$ cat config.mk
export PLATFORM = sky130hd
export DESIGN_NAME = supervisor_output_watchdog_logic
export DESIGN_NICKNAME = d
export VERILOG_FILES = /design/src/core/supervisor_pkg.sv /design/src/core/deassert_timer.sv /design/src/core/supervisor_output_watchdog_logic.sv
export VERILOG_INCLUDE_DIRS = /design/src /design/src/core
export SDC_FILE = /design/constraint.sdc
export NUM_CORES = 1
export LEC_CHECK = 0
export BUFFER_PORTS_ARGS = -buffer_cell sky130_fd_sc_hd__buf_2
export CORE_MARGIN = 3
export CORE_UTILIZATION = 39
export DETAILED_ROUTE_END_ITERATION = 8
export GPL_TIMING_DRIVEN = 0
export SLEW_MARGIN = 25
export SYNTH_ARGS = -nofsm -noshare
export SYNTH_HDL_FRONTEND = slang
export SYNTH_HIERARCHICAL = 1
export SYNTH_SLANG_ARGS = --single-unit
$ cat constraint.sdc
create_clock -name core_clk -period 15 [get_ports core_clk]
set_input_delay 0.75 -clock core_clk [delete_from_list [all_inputs] [get_ports core_clk]]
set_output_delay 0.75 -clock core_clk [all_outputs]
set_load 0.05 [all_outputs]
$ cat src/core/supervisor_defines.svh
// Purpose: constants of the supervisor output and watchdog logic
// Assumes: 40 MHz core clock
// Notes: definitions only
`ifndef SUPERVISOR_DEFINES_SVH
`define SUPERVISOR_DEFINES_SVH

// Register offsets
`define ADDR_OUT1_CTRL 8'h0c
`define ADDR_OUT2_CTRL 8'h0f
`define ADDR_OUT3_CTRL 8'h12
`define ADDR_OUT4_CTRL 8'h15
`define ADDR_OUT5_CTRL 8'h18
`define ADDR_OUT6_CTRL 8'h1b
`define ADDR_OUT7_CTRL 8'h1e
`define ADDR_OUT8_CTRL 8'h21
`define ADDR_OUT9_THR 8'h22
`define ADDR_OUT9_LOGIC 8'h23
`define ADDR_OUT9_CTRL 8'h24
`define ADDR_OUT10_THR 8'h25
`define ADDR_OUT10_LOGIC 8'h26
`define ADDR_OUT10_CTRL 8'h27
`define ADDR_WD_INPUT 8'h29
`define ADDR_WD_TIMING 8'h2a
`define ADDR_LOCK_SUPPLY 8'h2e
`define ADDR_CFG_FIRST 8'h0c
`define ADDR_NV_OFFSET 8'h80
`define CTRL_NONE 4'hf

// Field positions
`define LOGIC_DEP_WD 0
`define LOGIC_DEP_GPI_LSB 1
`define LOGIC_DEP_GPI_MSB 4
`define LOGIC_DEP_MR 5
`define WD_GPI_SEL_MSB 1
`define WD_GPI_SEL_LSB 0
`define WD_PO_SEL_MSB 5
`define WD_PO_SEL_LSB 2
`define WD_MODE_MSB 7
`define WD_MODE_LSB 6
`define WD_NORMAL_MSB 2
`define WD_NORMAL_LSB 0
`define WD_INITIAL_MSB 5
`define WD_INITIAL_LSB 3
`define WD_ENABLE 6
`define LOCK_BIT 0
`define WR_DISABLE_BIT 1
`define SUPPLY_EXT_BIT 2
`define WD_PO_COUNT 4'ha

// Timing
`define CLK_PERIOD_NS 25
`define TICK_TIME_NS 3125
`define TICK_TIME_NS_NUM 8
`define TICK_TIME_NS_DEN 25
`define DLY0_NS 25000
`define DLY1_NS 1562500
`define DLY2_NS 6250000
`define DLY3_NS 25000000
`define DLY4_NS 50000000
`define DLY5_NS 200000000
`define DLY6_NS 400000000
`define DLY7_NS 1600000000
`define WD0_US 6250
`define WD1_US 25000
`define WD2_US 100000
`define WD3_US 400000
`define WD4_US 1600000
`define WD5_US 6400000
`define WD6_US 25600000
`define WD7_US 102400000

// Reset values of filtered pins
`define PIN_RESET 14'h0002

`endif

$ cat src/core/supervisor_pkg.sv
// Purpose: types of the supervisor output and watchdog logic
// Assumes: nothing
// Notes: no constants here, see supervisor_defines.svh
package supervisor_pkg;

    typedef struct packed {
        logic [2:0] spare;
        logic [2:0] delay;
        logic active_high;
        logic open_drain;
    } ctrl_type;

    typedef struct packed {
        logic [7:0] undervoltage;
        logic [3:0] gpi;
        logic manual_reset_n;
        logic supply_good;
    } pins_type;

    typedef enum logic [0:0] {LOAD, RUN} load_state_type;

    typedef enum logic [1:0] {WD_OFF, WD_INITIAL, WD_NORMAL} wd_phase_type;

endpackage

$ cat src/core/deassert_timer.sv
// Purpose: holds one output asserted for its deassert delay
// Assumes: tick is a one-cycle pulse every TICK_TIME_NS
// Notes: delay restarts whenever the request is seen again
`timescale 1ns/1ps
`default_nettype none
`include "supervisor_defines.svh"

module deassert_timer #(
    parameter int CNT_W = 20
) (
    input wire logic clk,
    input wire logic rst_n,
    input wire logic tick,
    input wire logic request,
    input wire logic [2:0] delay_code,
    output logic asserted_q
);

    logic [CNT_W-1:0] count_q;

    function automatic logic [CNT_W-1:0] delay_ticks(input logic [2:0] code);
        case (code)
            3'h0: delay_ticks = CNT_W'(`DLY0_NS / `TICK_TIME_NS);
            3'h1: delay_ticks = CNT_W'(`DLY1_NS / `TICK_TIME_NS);
            3'h2: delay_ticks = CNT_W'(`DLY2_NS / `TICK_TIME_NS);
            3'h3: delay_ticks = CNT_W'(`DLY3_NS / `TICK_TIME_NS);
            3'h4: delay_ticks = CNT_W'(`DLY4_NS / `TICK_TIME_NS);
            3'h5: delay_ticks = CNT_W'(`DLY5_NS / `TICK_TIME_NS);
            3'h6: delay_ticks = CNT_W'(`DLY6_NS / `TICK_TIME_NS);
            default: delay_ticks = CNT_W'(`DLY7_NS / `TICK_TIME_NS);
        endcase
    endfunction

    // Asserted on request, released once the delay has run out
    always_ff @(posedge clk or negedge rst_n) begin
        if (!rst_n) begin
            asserted_q <= 1'b0;
            count_q <= '0;
        end else if (request) begin
            asserted_q <= 1'b1;
            count_q <= delay_ticks(delay_code);
        end else if (asserted_q && tick) begin
            if (count_q <= CNT_W'(1)) begin
                asserted_q <= 1'b0;
                count_q <= '0;
            end else begin
                count_q <= count_q - CNT_W'(1);
            end
        end
    end

endmodule

`default_nettype wire

$ cat src/core/supervisor_output_watchdog_logic.sv
// Purpose: output assertion, polarity, stage, deassert delay and watchdog
// Assumes: serial engine outside delivers byte register accesses
// Notes: configuration copy is read from nonvolatile memory after reset
//
// Operation
// - output nine threshold register bits 0-7 select undervoltage of inputs one-eight.
// - output nine logic register bit 0 selects watchdog, bits 1-4 logic inputs.
// - logic register bit 5 asserts output while manual reset low; bits 7:6 unused.
// - a zero dependency bit makes the output ignore that source.
// - output ten has the same pair of dependency registers.
// - control bit 1 selects polarity: zero asserts low, one asserts high.
// - each output has its own stage choice and deassert delay.
// - control bit 0 picks open drain, bits 4:2 the deassert delay.
// - watchdog fault asserts every output whose watchdog bit is set.
// - watchdog cleared by pulses on a logic input, an output, or both.
// - watchdog input register: bits 1:0 input, 5:2 output, 7:6 mode.
// - initial timeout after reset, reboot, reset event or enabling.
// - no clear within initial timeout raises a fault.
// - after initial phase ends the normal timeout applies.
// - no clear within normal timeout raises a fault.
// - timing register holds initial, normal timeout and enable.
// - three-bit codes 6.25ms to 102.4s; initial in bits 5:3; bit 6 enables.
// - lock bit refuses all configuration writes except to the lock register.
// - supply register bit 2 selects external supply when one.
// - user memory writes blocked while supplies collapse.
`timescale 1ns/1ps
`default_nettype none
`include "supervisor_defines.svh"

module supervisor_output_watchdog_logic #(
    parameter int TICK_CYCLES = `TICK_TIME_NS / `CLK_PERIOD_NS,
    parameter int NUM_OUT = 10,
    parameter int WD_CNT_W = 26
) (
    input wire logic core_clk,
    input wire logic arst_n,
    input wire logic [7:0] reg_addr,
    input wire logic [7:0] reg_wdata,
    input wire logic reg_wr,
    input wire logic reg_rd,
    output logic [7:0] reg_rdata,
    output logic reg_busy,
    output logic nvm_rd,
    output logic nvm_wr,
    output logic [7:0] nvm_addr,
    output logic [7:0] nvm_wdata,
    input wire logic [7:0] nvm_rdata,
    input wire logic [7:0] undervoltage,
    input wire logic [3:0] general_logic_input,
    input wire logic manual_reset_input_n,
    input wire logic supply_good,
    input wire logic reboot_req,
    input wire logic [7:0] sequencer_request,
    input wire logic user_ee_wr_req,
    output logic user_ee_wr_en,
    output logic [NUM_OUT-1:0] programmable_output_o,
    output logic [NUM_OUT-1:0] programmable_output_oe,
    output logic [NUM_OUT-1:0] programmable_output_pullup,
    output logic external_supply_sel,
    output logic watchdog_fault
);

    logic rst_s1_q;
    logic rst_n_q;
    supervisor_pkg::pins_type pin_s1_q, pin_s2_q, pin_s3_q, pin_q;
    logic [7:0] ctrl_q [NUM_OUT];
    logic [7:0] thr_dep_q [2];
    logic [7:0] logic_dep_q [2];
    logic [7:0] wd_input_q;
    logic [7:0] wd_timing_q;
    logic [7:0] lock_supply_q;
    supervisor_pkg::load_state_type load_state_q;
    logic [7:0] load_addr_q;
    logic load_pend_q;
    logic wr_en;
    logic [7:0] wr_addr;
    logic [7:0] wr_data;
    logic host_wr_ok;
    logic [$clog2(TICK_CYCLES+1)-1:0] tick_cnt_q;
    logic tick_q;
    logic [NUM_OUT-1:0] request;
    logic [NUM_OUT-1:0] asserted;
    supervisor_pkg::wd_phase_type wd_phase_q;
    logic [WD_CNT_W-1:0] wd_cnt_q;
    logic [WD_CNT_W-1:0] wd_limit;
    logic wd_en_q;
    logic gpi_prev_q;
    logic po_prev_q;
    logic gpi_seen_q;
    logic po_seen_q;
    logic gpi_sel;
    logic po_sel;
    logic gpi_pulse;
    logic po_pulse;
    logic wd_clear;
    logic wd_restart;

    function automatic logic [3:0] ctrl_index(input logic [7:0] addr);
        case (addr)
            `ADDR_OUT1_CTRL: ctrl_index = 4'h0;
            `ADDR_OUT2_CTRL: ctrl_index = 4'h1;
            `ADDR_OUT3_CTRL: ctrl_index = 4'h2;
            `ADDR_OUT4_CTRL: ctrl_index = 4'h3;
            `ADDR_OUT5_CTRL: ctrl_index = 4'h4;
            `ADDR_OUT6_CTRL: ctrl_index = 4'h5;
            `ADDR_OUT7_CTRL: ctrl_index = 4'h6;
            `ADDR_OUT8_CTRL: ctrl_index = 4'h7;
            `ADDR_OUT9_CTRL: ctrl_index = 4'h8;
            `ADDR_OUT10_CTRL: ctrl_index = 4'h9;
            default: ctrl_index = `CTRL_NONE;
        endcase
    endfunction

    function automatic logic [WD_CNT_W-1:0] wd_ticks(input logic [2:0] code);
        case (code)
            3'h0: wd_ticks = WD_CNT_W'(`WD0_US * `TICK_TIME_NS_NUM / `TICK_TIME_NS_DEN);
            3'h1: wd_ticks = WD_CNT_W'(`WD1_US * `TICK_TIME_NS_NUM / `TICK_TIME_NS_DEN);
            3'h2: wd_ticks = WD_CNT_W'(`WD2_US * `TICK_TIME_NS_NUM / `TICK_TIME_NS_DEN);
            3'h3: wd_ticks = WD_CNT_W'(`WD3_US * `TICK_TIME_NS_NUM / `TICK_TIME_NS_DEN);
            3'h4: wd_ticks = WD_CNT_W'(`WD4_US * `TICK_TIME_NS_NUM / `TICK_TIME_NS_DEN);
            3'h5: wd_ticks = WD_CNT_W'(`WD5_US * `TICK_TIME_NS_NUM / `TICK_TIME_NS_DEN);
            3'h6: wd_ticks = WD_CNT_W'(`WD6_US * `TICK_TIME_NS_NUM / `TICK_TIME_NS_DEN);
            default: wd_ticks = WD_CNT_W'(`WD7_US * `TICK_TIME_NS_NUM / `TICK_TIME_NS_DEN);
        endcase
    endfunction

    // Reset release
    always_ff @(posedge core_clk or negedge arst_n) begin
        if (!arst_n) begin
            rst_s1_q <= 1'b0;
            rst_n_q <= 1'b0;
        end else begin
            rst_s1_q <= 1'b1;
            rst_n_q <= rst_s1_q;
        end
    end

    // Pin filter, a change counts once stages two and three agree
    always_ff @(posedge core_clk or negedge rst_n_q) begin
        if (!rst_n_q) begin
            pin_s1_q <= `PIN_RESET;
            pin_s2_q <= `PIN_RESET;
            pin_s3_q <= `PIN_RESET;
            pin_q <= `PIN_RESET;
        end else begin
            pin_s1_q <= {undervoltage, general_logic_input, manual_reset_input_n, supply_good};
            pin_s2_q <= pin_s1_q;
            pin_s3_q <= pin_s2_q;
            pin_q <= (pin_s2_q & ~(pin_s2_q ^ pin_s3_q)) | (pin_q & (pin_s2_q ^ pin_s3_q));
        end
    end

    // Time base
    always_ff @(posedge core_clk or negedge rst_n_q) begin
        if (!rst_n_q) begin
            tick_cnt_q <= '0;
            tick_q <= 1'b0;
        end else if (tick_cnt_q == $bits(tick_cnt_q)'(TICK_CYCLES - 1)) begin
            tick_cnt_q <= '0;
            tick_q <= 1'b1;
        end else begin
            tick_cnt_q <= tick_cnt_q + 1'b1;
            tick_q <= 1'b0;
        end
    end

    // Host writes, refused while loading or locked
    assign host_wr_ok = reg_wr && load_state_q == supervisor_pkg::RUN &&
        (!lock_supply_q[`LOCK_BIT] || reg_addr == `ADDR_LOCK_SUPPLY ||
         reg_addr == (`ADDR_LOCK_SUPPLY | `ADDR_NV_OFFSET));

    always_comb begin
        if (load_state_q == supervisor_pkg::LOAD) begin
            wr_en = load_pend_q;
            wr_addr = load_addr_q;
            wr_data = nvm_rdata;
        end else begin
            wr_en = host_wr_ok && reg_addr < `ADDR_NV_OFFSET;
            wr_addr = reg_addr;
            wr_data = reg_wdata;
        end
    end

    // Configuration registers
    always_ff @(posedge core_clk or negedge rst_n_q) begin
        if (!rst_n_q) begin
            for (int i = 0; i < NUM_OUT; i++) begin
                ctrl_q[i] <= '0;
            end
            thr_dep_q[0] <= '0;
            thr_dep_q[1] <= '0;
            logic_dep_q[0] <= '0;
            logic_dep_q[1] <= '0;
            wd_input_q <= '0;
            wd_timing_q <= '0;
            lock_supply_q <= '0;
        end else if (wr_en) begin
            if (ctrl_index(wr_addr) != `CTRL_NONE) begin
                ctrl_q[ctrl_index(wr_addr)] <= wr_data;
            end
            case (wr_addr)
                `ADDR_OUT9_THR: thr_dep_q[0] <= wr_data;
                `ADDR_OUT9_LOGIC: logic_dep_q[0] <= wr_data;
                `ADDR_OUT10_THR: thr_dep_q[1] <= wr_data;
                `ADDR_OUT10_LOGIC: logic_dep_q[1] <= wr_data;
                `ADDR_WD_INPUT: wd_input_q <= wr_data;
                `ADDR_WD_TIMING: wd_timing_q <= wr_data;
                `ADDR_LOCK_SUPPLY: lock_supply_q <= wr_data;
                default: ;
            endcase
        end
    end

    // Nonvolatile load after reset and config memory writes
    always_ff @(posedge core_clk or negedge rst_n_q) begin
        if (!rst_n_q) begin
            load_state_q <= supervisor_pkg::LOAD;
            load_addr_q <= `ADDR_CFG_FIRST;
            load_pend_q <= 1'b0;
            nvm_rd <= 1'b0;
            nvm_wr <= 1'b0;
            nvm_addr <= '0;
            nvm_wdata <= '0;
        end else begin
            nvm_wr <= 1'b0;
            case (load_state_q)
                supervisor_pkg::LOAD: begin
                    if (!nvm_rd && !load_pend_q) begin
                        nvm_rd <= 1'b1;
                        nvm_addr <= load_addr_q | `ADDR_NV_OFFSET;
                    end else if (nvm_rd) begin
                        nvm_rd <= 1'b0;
                        load_pend_q <= 1'b1;
                    end else begin
                        load_pend_q <= 1'b0;
                        if (load_addr_q == `ADDR_LOCK_SUPPLY) begin
                            load_state_q <= supervisor_pkg::RUN;
                        end else begin
                            load_addr_q <= load_addr_q + 1'b1;
                        end
                    end
                end
                supervisor_pkg::RUN: begin
                    if (host_wr_ok && reg_addr >= `ADDR_NV_OFFSET) begin
                        nvm_wr <= 1'b1;
                        nvm_addr <= reg_addr;
                        nvm_wdata <= reg_wdata;
                    end
                end
                default: load_state_q <= supervisor_pkg::RUN;
            endcase
        end
    end

    // Register reads
    always_ff @(posedge core_clk or negedge rst_n_q) begin
        if (!rst_n_q) begin
            reg_rdata <= '0;
            reg_busy <= 1'b1;
        end else begin
            reg_busy <= load_state_q == supervisor_pkg::LOAD;
            if (reg_rd) begin
                if (ctrl_index(reg_addr) != `CTRL_NONE) begin
                    reg_rdata <= ctrl_q[ctrl_index(reg_addr)];
                end else begin
                    case (reg_addr)
                        `ADDR_OUT9_THR: reg_rdata <= thr_dep_q[0];
                        `ADDR_OUT9_LOGIC: reg_rdata <= logic_dep_q[0];
                        `ADDR_OUT10_THR: reg_rdata <= thr_dep_q[1];
                        `ADDR_OUT10_LOGIC: reg_rdata <= logic_dep_q[1];
                        `ADDR_WD_INPUT: reg_rdata <= wd_input_q;
                        `ADDR_WD_TIMING: reg_rdata <= wd_timing_q;
                        `ADDR_LOCK_SUPPLY: reg_rdata <= lock_supply_q;
                        default: reg_rdata <= '0;
                    endcase
                end
            end
        end
    end

    // Assertion requests
    always_comb begin
        request = '0;
        request[7:0] = sequencer_request;
        for (int k = 0; k < 2; k++) begin
            request[8 + k] = |(pin_q.undervoltage & thr_dep_q[k]) ||
                (logic_dep_q[k][`LOGIC_DEP_WD] && watchdog_fault) ||
                |(pin_q.gpi & logic_dep_q[k][`LOGIC_DEP_GPI_MSB:`LOGIC_DEP_GPI_LSB]) ||
                (logic_dep_q[k][`LOGIC_DEP_MR] && !pin_q.manual_reset_n);
        end
    end

    // Per-output delay, polarity and stage
    for (genvar g = 0; g < NUM_OUT; g++) begin : gen_out
        supervisor_pkg::ctrl_type ctrl;
        assign ctrl = supervisor_pkg::ctrl_type'(ctrl_q[g]);

        deassert_timer u_timer (
            .clk(core_clk),
            .rst_n(rst_n_q),
            .tick(tick_q),
            .request(request[g]),
            .delay_code(ctrl.delay),
            .asserted_q(asserted[g])
        );

        always_ff @(posedge core_clk or negedge rst_n_q) begin
            if (!rst_n_q) begin
                programmable_output_o[g] <= 1'b0;
                programmable_output_oe[g] <= 1'b0;
                programmable_output_pullup[g] <= 1'b0;
            end else begin
                programmable_output_o[g] <= asserted[g] ~^ ctrl.active_high;
                programmable_output_oe[g] <= !(asserted[g] ~^ ctrl.active_high);
                programmable_output_pullup[g] <= !ctrl.open_drain;
            end
        end
    end

    // Watchdog clear sources
    assign gpi_sel = pin_q.gpi[wd_input_q[`WD_GPI_SEL_MSB:`WD_GPI_SEL_LSB]];
    assign po_sel = wd_input_q[`WD_PO_SEL_MSB:`WD_PO_SEL_LSB] < `WD_PO_COUNT &&
        asserted[wd_input_q[`WD_PO_SEL_MSB:`WD_PO_SEL_LSB]];
    assign gpi_pulse = gpi_sel && !gpi_prev_q;
    assign po_pulse = po_sel && !po_prev_q;

    always_comb begin
        case (wd_input_q[`WD_MODE_MSB:`WD_MODE_LSB])
            2'h1: wd_clear = gpi_pulse;
            2'h2: wd_clear = po_pulse;
            2'h3: wd_clear = (gpi_pulse || gpi_seen_q) && (po_pulse || po_seen_q);
            default: wd_clear = 1'b0;
        endcase
    end

    assign wd_restart = reboot_req || !pin_q.manual_reset_n ||
        (wd_timing_q[`WD_ENABLE] && !wd_en_q);
    assign wd_limit = wd_phase_q == supervisor_pkg::WD_INITIAL ?
        wd_ticks(wd_timing_q[`WD_INITIAL_MSB:`WD_INITIAL_LSB]) :
        wd_ticks(wd_timing_q[`WD_NORMAL_MSB:`WD_NORMAL_LSB]);

    // Pulse capture for the both mode
    always_ff @(posedge core_clk or negedge rst_n_q) begin
        if (!rst_n_q) begin
            gpi_prev_q <= 1'b0;
            po_prev_q <= 1'b0;
            gpi_seen_q <= 1'b0;
            po_seen_q <= 1'b0;
        end else begin
            gpi_prev_q <= gpi_sel;
            po_prev_q <= po_sel;
            if (wd_clear || wd_restart) begin
                gpi_seen_q <= 1'b0;
                po_seen_q <= 1'b0;
            end else begin
                gpi_seen_q <= gpi_seen_q || gpi_pulse;
                po_seen_q <= po_seen_q || po_pulse;
            end
        end
    end

    // Watchdog timer
    always_ff @(posedge core_clk or negedge rst_n_q) begin
        if (!rst_n_q) begin
            wd_phase_q <= supervisor_pkg::WD_OFF;
            wd_cnt_q <= '0;
            wd_en_q <= 1'b0;
            watchdog_fault <= 1'b0;
        end else begin
            wd_en_q <= wd_timing_q[`WD_ENABLE];
            watchdog_fault <= 1'b0;
            if (!wd_timing_q[`WD_ENABLE] || load_state_q == supervisor_pkg::LOAD) begin
                wd_phase_q <= supervisor_pkg::WD_OFF;
                wd_cnt_q <= '0;
            end else if (wd_restart || wd_phase_q == supervisor_pkg::WD_OFF) begin
                wd_phase_q <= supervisor_pkg::WD_INITIAL;
                wd_cnt_q <= '0;
            end else if (wd_clear) begin
                wd_phase_q <= supervisor_pkg::WD_NORMAL;
                wd_cnt_q <= '0;
            end else if (tick_q && wd_input_q[`WD_MODE_MSB:`WD_MODE_LSB] != 2'h0) begin
                if (wd_cnt_q + 1'b1 >= wd_limit) begin
                    watchdog_fault <= 1'b1;
                    wd_phase_q <= supervisor_pkg::WD_INITIAL;
                    wd_cnt_q <= '0;
                end else begin
                    wd_cnt_q <= wd_cnt_q + 1'b1;
                end
            end
        end
    end

    // Supply select and user memory write gate
    always_ff @(posedge core_clk or negedge rst_n_q) begin
        if (!rst_n_q) begin
            external_supply_sel <= 1'b0;
            user_ee_wr_en <= 1'b0;
        end else begin
            external_supply_sel <= lock_supply_q[`SUPPLY_EXT_BIT];
            user_ee_wr_en <= user_ee_wr_req &&
                (pin_q.supply_good || !lock_supply_q[`WR_DISABLE_BIT]);
        end
    end

endmodule

`default_nettype wire

==> metrics.md, run 1 <==
| Metric | Value |
|---|---|
| Post-cts sizing count | `0` |
| CP Data Required Time | `15.57 ns` |
| Clock sink total | `515` |
| Crit path kind | `register to register` |
| I/O Buffers | `107` |
| Crit path DAT | `4.99 ns` |
| Drt wl/cell | `19.5 um` |
| Synth Area in Adders | `3.03%` |
| Final core occ | `45.1%` |
| FF-to-FF path depth | `15` |
| Row count | `99` |
| Async S/R FF share, synth | `100%` |
| Die Span X | `279 um` |
| All-Layer GR Usage | `21.2%` |
| Chip height | `279 um` |
| Pre-antenna DRT Iters | `5` |
| Largest net degree at the start of global routing | `53` |
| Crit path cell chain | `nand3_1 > or3_1 > nor3_1 > nand2_1 > and2_1 > or2_2 > ha_1 > nand4_1 > nor3_1 > a22oi_1 > nand4_1 > nor4_4 > buf_6 > nand3_1 > o21ai_1` |
| Slew Viols, Final | `0` |
| Register area share after synthesis | `44.5%` |
| Synth Area in Simple Gates | `21.2%` |
| Worst reg2reg setup slack | `10.58 ns` |
| Avg Cell Area, Syn | `9.36 um^2` |
| # DRC | `0` |
| Synth warnings | `6` |
| Final Hold Viols | `0` |
| Instance count of the mapped netlist | `3100` |
| Leakage power | `14.2 nW` |
| Register bit total from synthesis | `515` |
| Postcts setup bufs | `0` |
| Finished Layout Cells | `4290` |
| Placed Instances | `4179` |
| Number of enable flip-flop cells after synthesis | `0` |
| 1st-iter DRT viols | `2282` |
| Top-area cell type share of the netlist area | `43.8%` |
| # H-tree levels | `2` |
| Routed vias | `24900` |
| Tot Pwr | `3.19 mW` |
| Synth cell types | `102` |
| Post-Synth XOR/XNOR Area | `1.72%` |
| Largest family of logic cells by synthesized area | `simple AND/OR/NAND/NOR gates` |
| R2r startpoint | `wd_cnt_q[0]` |
| First-pass GRT wire length | `134000 um` |
| Setup crit end kind | `register` |
| Grt total ovfl | `0` |
| Area of placed instances | `31100 um^2` |
| Initial Util | `39.6%` |
| RePlAce Congestion | `0.913` |
| Synth Area in Compound Gates | `20.4%` |
| Clock transition at the registers of the reported paths | `0.06 ns` |
| Final WL | `83700 um` |
| Post-route minimum period | `4.42 ns` |
| DR vias/cell | `5.81` |
| IO Pins | `112` |
| Status | `completed` |
| Worst Tran Pin Value | `1.09 ns` |
| Cell taking the most area after synthesis | `dfrtp_1` |
| Crit path launch type | `register` |
| Net count, final | `3392` |
| Number of buffers created by CTS | `58` |
| Maximum VDD drop | `0.0848 mV` |
| WP buf/inv | `1` |
| Initial antenna violation count | `2` |
| CP Max Fanout | `10` |
| Area Growth Syn to Fin | `13.9%` |
| Placed wire-length estimate | `60300 um` |
| Clock Skew | `0.0196 ns` |
| Slowest cell on crit path | `nor4_4` |
| RSZ-0062 raised after global routing | `false` |
| Worst Hold Path Cells | `1` |
| FMAX | `0.226 GHz` |
| Synth area leaders | `dfrtp_1, a21oi_1, nand2_1` |
| Vias in the first global route | `23700` |
| Post-synthesis mux area share | `4.73%` |
| Share of cells above drive strength 1 | `13.8%` |
| Design area | `33000 um^2` |
| Most frequent cells in the layout | `dfrtp_1, nand2_1, a21oi_1, nor2_1, buf_2` |
| Routed Antenna Nets | `0` |
| Slew headroom | `25.6%` |
| CP delay by family, top | `simple AND/OR/NAND/NOR gates` |
| Top_reg_cell synth | `dfrtp_1` |
| Final setup viols | `0` |
| Post-CTS Hold Fix Bufs | `1` |
| Full die area | `77700 um^2` |
| Root Buffer | `clkbuf_16` |
| Commonest non-fill, non-tap cell in the layout | `dfrtp_1` |
| CTS Buffer Depth | `3` |
| Fin Setup TNS | `0 ns` |
| Number of fill cells | `7091` |
| Power per cell area | `96.5 nW/um^2` |
| Syn_nets | `3211` |
| FF-to-FF End | `wd_cnt_q[7]` |
| Crit-path max cell delay | `0.74 ns` |
| Core Box Area | `73300 um^2` |
| Clock latency at the later pin of the worst-skew pair | `0.64 ns` |
| Max-Cap Viols | `0` |
| HP Class | `input port to register` |
| Synthesized area | `29000 um^2` |
| Hold Path End | `pin_s1_q[1]` |
| Crit share post-route | `29.5%` |
| CTS tree | `yes` |
| Worst Hold Launch | `manual_reset_input_n` |
-- cells by family (layout without fill, tap and decap cells) --
logic type,Yosys count,after routing
mux,121,121
simple gates,1145,1145
fa+ha+maj,73,73
flops,515,515
other cells,1,2
compound gates,882,882
xor+xnor,57,57
buf+inv,306,536
-- area by class of cell --
class	count	area, um^2	share of cell area [%]
diodes	1	2.50	0.00757
plain buffers	168	778	2.36
clock buffers	80	1660	5.04
clock inverters	29	302	0.913
inverters	138	518	1.57
multi-input cells	2279	14800	44.9
flip-flops and latches	515	12900	39.0
well taps	959	1200	3.63
repair buffers	121	843	2.55
-- sequential cells by signal (all words and copies together) (netlist names), 2 cells and up, named ones only --
name	count
gen_out.u_timer/count_q	200
gen_out.ctrl	80
wd_cnt_q	26
logic_dep_q	16
thr_dep_q	16
pin_s1_q	14
pin_s2_q	14
pin_s3_q	14
gen_out.u_timer/asserted_q	10
programmable_output_o	10
programmable_output_oe	10
programmable_output_pullup	10
load_addr_q	8
lock_supply_q	8
nvm_addr	8
nvm_wdata	8
reg_rdata	8
wd_input_q	8
wd_timing_q	8
tick_cnt_q	7
wd_phase_q	2
-- where the power goes --
group / leakage (nW) / total, mW / switching, mW / internal (mW)
logic: 6.65 / 0.278 / 0.184 / 0.0943
registers: 6.60 / 1.47 / 0.0458 / 1.43
clock network: 0.930 / 1.44 / 0.620 / 0.820
total: 14.2 / 3.19 / 0.850 / 2.34
-- synth_stat cells (23+ instances only) --
master and count:
dfrtp_1 508, nand2_1 295, a21oi_1 270, nor2_1 247, o21ai_0 137, inv_1 128
clkbuf_1 115, or3_1 90, nand3_1 76, ha_1 59, mux2i_1 56, o31ai_1 55
nor3_1 54, a31oi_1 51, nand4_1 50, mux2_2 49, nor4_1 44, o211ai_1 39
xnor2_1 34, buf_2 33, a21o_1 32, o22ai_1 32, or4_1 32, nand2b_1 28
a211oi_1 27, a32oi_1 25, nor2b_1 24, or2_2 24, and2_1 23, xor2_1 23
-- per-layer routing --
metal	up-vias	GRT usage, %	routed length (um)
met2	907	32.2	36500
li1	11900	-	-
met5	-	0	13
met3	142	4.01	6320
met1	12000	30.8	38600
met4	2	5.99	2150
-- how the worst max path moves through the flow --
stage | from | to | slack [ns] | depth (start not counted)
after global routing | wd_cnt_q[2] | wd_cnt_q[7] | 10.26 | 15
after CTS | wd_cnt_q[0] | wd_cnt_q[7] | 10.60 | 15
final | wd_cnt_q[0] | wd_cnt_q[7] | 10.58 | 15
after detailed placement | wd_cnt_q[0] | wd_cnt_q[7] | 10.63 | 15
after global placement | rst_n_q | gen_out[5].u_timer/count_q[5] | 3.02 | 0
after floorplan | rst_n_q | asynchronous set/reset pin | 6.62 | 0
-- per-stage QoR --
step | worst slack [ns] | hold WS [ns]
after floorplan | 6.62 | 0.331
after global placement | 3.02 | 0.333
after detailed placement | 10.63 | 0.335
after CTS | 10.60 | 0.168
after global routing | 10.26 | 0.176
final | 10.58 | 0.208
Power figures use the tool's default switching activity.
==> run 2, diff against run 1 <==
- clock period: 15 -> 3.8 ns (I/O delays scaled with it)
==> run 2 against run 1 <==
Compared with the run above:
- hold slack worse by 0.16 ns
- cell area up 1.4%
- largest power group unchanged
- sequential share of layout area down 0.50 points
- clock power rose to 4.0 times the previous value
- sequential cell count unchanged
- critical path type unchanged
- wire length down 0.21%
- core utilization up 0.61 points
==> metrics.md, run 2 (synthesis results as in run 1) <==
| Metric | Value |
|---|---|
| Clk network pwr share | `45.2% (about the same)` |
| Die Span X | `279 um (unchanged)` |
| Number of buffers created by CTS | `58 (unchanged)` |
| Number of flip-flops in the largest register | `200 (unchanged)` |
| Crit path kind | `register to register` |
| Crit path launch type | `register` |
| Post-route minimum period | `3.61 ns (-0.812 ns)` |
| Hold Path End | `gen_out[4].u_timer/count_q[16]` |
| I/O Buffers | `107 (unchanged)` |
| Chip height | `279 um (unchanged)` |
| All-Layer GR Usage | `21.3% (+0.11 points)` |
| 1st-iter DRT viols | `2258 (-1.1%)` |
| Slew Viols, Final | `0 (unchanged)` |
| ANT cells | `0 (-1)` |
| First-pass GRT wire length | `135000 um (+0.66%)` |
| Pre-antenna DRT Iters | `6 (+1)` |
| Sw power | `3.30 mW (+290%)` |
| Status | `completed` |
| Most frequent cells in the layout | `dfrtp_1, nand2_1, a21oi_1, nor2_1, buf_2` |
| Crit path DAT | `4.18 ns (-0.81 ns)` |
| Number of fill cells | `7098 (+0.099%)` |
| Power per cell area | `378 nW/um^2 (+290%)` |
| Final setup viols | `0 (unchanged)` |
| Final WS setup | `0.190 ns (-10.39 ns)` |
| Crit share post-route | `95.0% (+66 points)` |
| Routed Antenna Nets | `0 (unchanged)` |
| Setup slack after placement | `-0.585 ns (-11.21 ns)` |
| Area Growth Syn to Fin | `15.4%` |
| Max-Cap Viols | `0 (unchanged)` |
| Final Hold Viols | `0 (unchanged)` |
| Final core occ | `45.7% (+0.61 points)` |
| R2r startpoint | `wd_cnt_q[0]` |
| Fin Setup TNS | `0 ns (unchanged)` |
| FMAX | `0.277 GHz (+22%)` |
| Switching share of power | `26.1% (-0.55 points)` |
| Leakage power | `14.4 nW (+1.6%)` |
| Clock Skew | `0.0340 ns (+0.0144 ns)` |
| Core Box Area | `73300 um^2 (unchanged)` |
| # DRC | `0 (unchanged)` |
| Worst Hold Launch | `sequencer_request[4]` |
| Worst reg2reg setup slack | `0.19 ns (-10.39 ns)` |
| Grt total ovfl | `0 (unchanged)` |
| RePlAce Congestion | `0.932 (+2.2%)` |
| Clock latency at the later pin of the worst-skew pair | `0.65 ns (about the same)` |
| HP Class | `input port to register` |
| Tot Pwr | `12.7 mW (+300%)` |
| DR vias/cell | `5.83 (+0.28%)` |
| Internal power | `9.35 mW (+300%)` |
| Maximum VDD drop | `0.339 mV (+300%)` |
| Initial antenna violation count | `1 (-1)` |
| Vias in the first global route | `23700 (-0.14%)` |
| IO Pins | `112 (unchanged)` |
| Finished Layout Cells | `4328 (+0.89%)` |
| Placed Instances | `4180 (+0.024%)` |
| FF-to-FF path depth | `15 (unchanged)` |
| Clock transition at the registers of the reported paths | `0.06 ns (about the same)` |
| # H-tree levels | `2 (unchanged)` |
| CTS Buffer Depth | `3 (unchanged)` |
| Placed wire-length estimate | `60000 um (-0.51%)` |
| CP Data Required Time | `4.37 ns (-11.20 ns)` |
| Clock sink total | `515 (unchanged)` |
| Initial Util | `39.6% (unchanged)` |
| Root Buffer | `clkbuf_16` |
| Largest net degree at the start of global routing | `52 (-1.9%)` |
| Drt wl/cell | `19.3 um (-1.1%)` |
| Setup crit end kind | `register` |
| Net count, final | `3433 (+1.2%)` |
| FF-to-FF End | `wd_cnt_q[5]` |
| Worst Tran Pin Value | `1.10 ns (+0.00231 ns)` |
| CP Max Fanout | `8 (-2)` |
| Full die area | `77700 um^2 (unchanged)` |
| Flop pwr share | `45.9% (-0.2 points)` |
| Row count | `99 (unchanged)` |
| Biggest register | `gen_out.u_timer/count_q` |
| Share of cells above drive strength 1 | `14.2% (+0.43 points)` |
| Slew headroom | `24.8% (-0.80 points)` |
| Worst Hold Path Cells | `3 (+2)` |
| Combinational share of power | `8.9% (+0.2 points)` |
| Commonest non-fill, non-tap cell in the layout | `dfrtp_1` |
| Routed vias | `25200 (+1.2%)` |
| CTS tree | `yes` |
| Final WL | `83500 um (-0.21%)` |
[run 2: how the worst max path moves through the flow]
| stage | start | end | slack [ns] | cells past startpoint |
|---|---|---|---|---|
| after global routing | wd_cnt_q[0] | wd_cnt_q[22] | -0.01 | 15 |
| after floorplan | rst_n_q | asynchronous set/reset pin | -1.21 | 0 |
| after global placement | rst_n_q | programmable_output_o[1] | -3.40 | 0 |
| final | wd_cnt_q[0] | wd_cnt_q[5] | 0.19 | 15 |
| after CTS | wd_cnt_q[0] | wd_cnt_q[24] | 0.004 | 16 |
| after detailed placement | wd_cnt_q[2] | wd_cnt_q[7] | -0.59 | 15 |
[run 2: routing by layer]
metal / up-vias / share of wire [%] / GRT usage (%)
met5: - / 0.024 / 0
met4: 2 / 2.9 / 6.55
met3: 145 / 6.9 / 3.29
met2: 893 / 43 / 31.3
met1: 12200 / 47 / 32.1
li1: 12000 / - / -
[run 2: metrics by stage]
| stage | hold slack (ns) | instance area [um^2] |
|---|---|---|
| finish | 0.0460 | 33500 |
| global route | 0.0415 | 33500 |
| CTS | 0.0135 | 33400 |
| detailed placement | -0.0218 | 31100 |
| global placement | -0.0233 | 30700 |
| floorplan | -0.106 | 29000 |
[run 2: cell type report]
cell class / instances / area [um^2] / area share, %
Buffer: 168 / 778 / 2.32
Clock buffer: 80 / 1650 / 4.94
Clock inverter: 27 / 303 / 0.904
Inverter: 138 / 518 / 1.55
Multi-Input combinational cell: 2279 / 14900 / 44.5
Sequential cell: 515 / 12900 / 38.5
Tap cell: 959 / 1200 / 3.58
Timing Repair Buffer: 162 / 1220 / 3.65
[run 2: power by group through the flow]
stage                     clock network [mW]  logic, mW  registers, mW
after global placement                     0      0.949           6.00
after CTS                               5.89       1.13           5.80
final                                   5.72       1.13           5.81
after detailed placement                   0       1.09           5.90
after global routing                    6.12       1.25           5.83
after floorplan                            0      0.654           5.95
[run 2: worst max-delay path: stages, from the launching register on]
cell     delay [ns]
dfrtp_2        0.44
nand3_4        0.13
or3_4          0.44
nor3_4         0.21
nand2_1        0.09
and2_1         0.17
or2_2          0.31
ha_1           0.33
a21oi_1        0.12
o21ai_0        0.10
a22oi_1        0.18
nand4_1        0.10
buf_4          0.17
or4_4          0.54
a21oi_2        0.13
a21o_1         0.09
[run 2: repair_timing]
item	CTS	global route
setup endpoints to repair	28	28
setup buffers	5	2
hold buffers	34	0
hold endpoints to repair	40	0
pin swaps	3	7
gates resized for setup	5	17
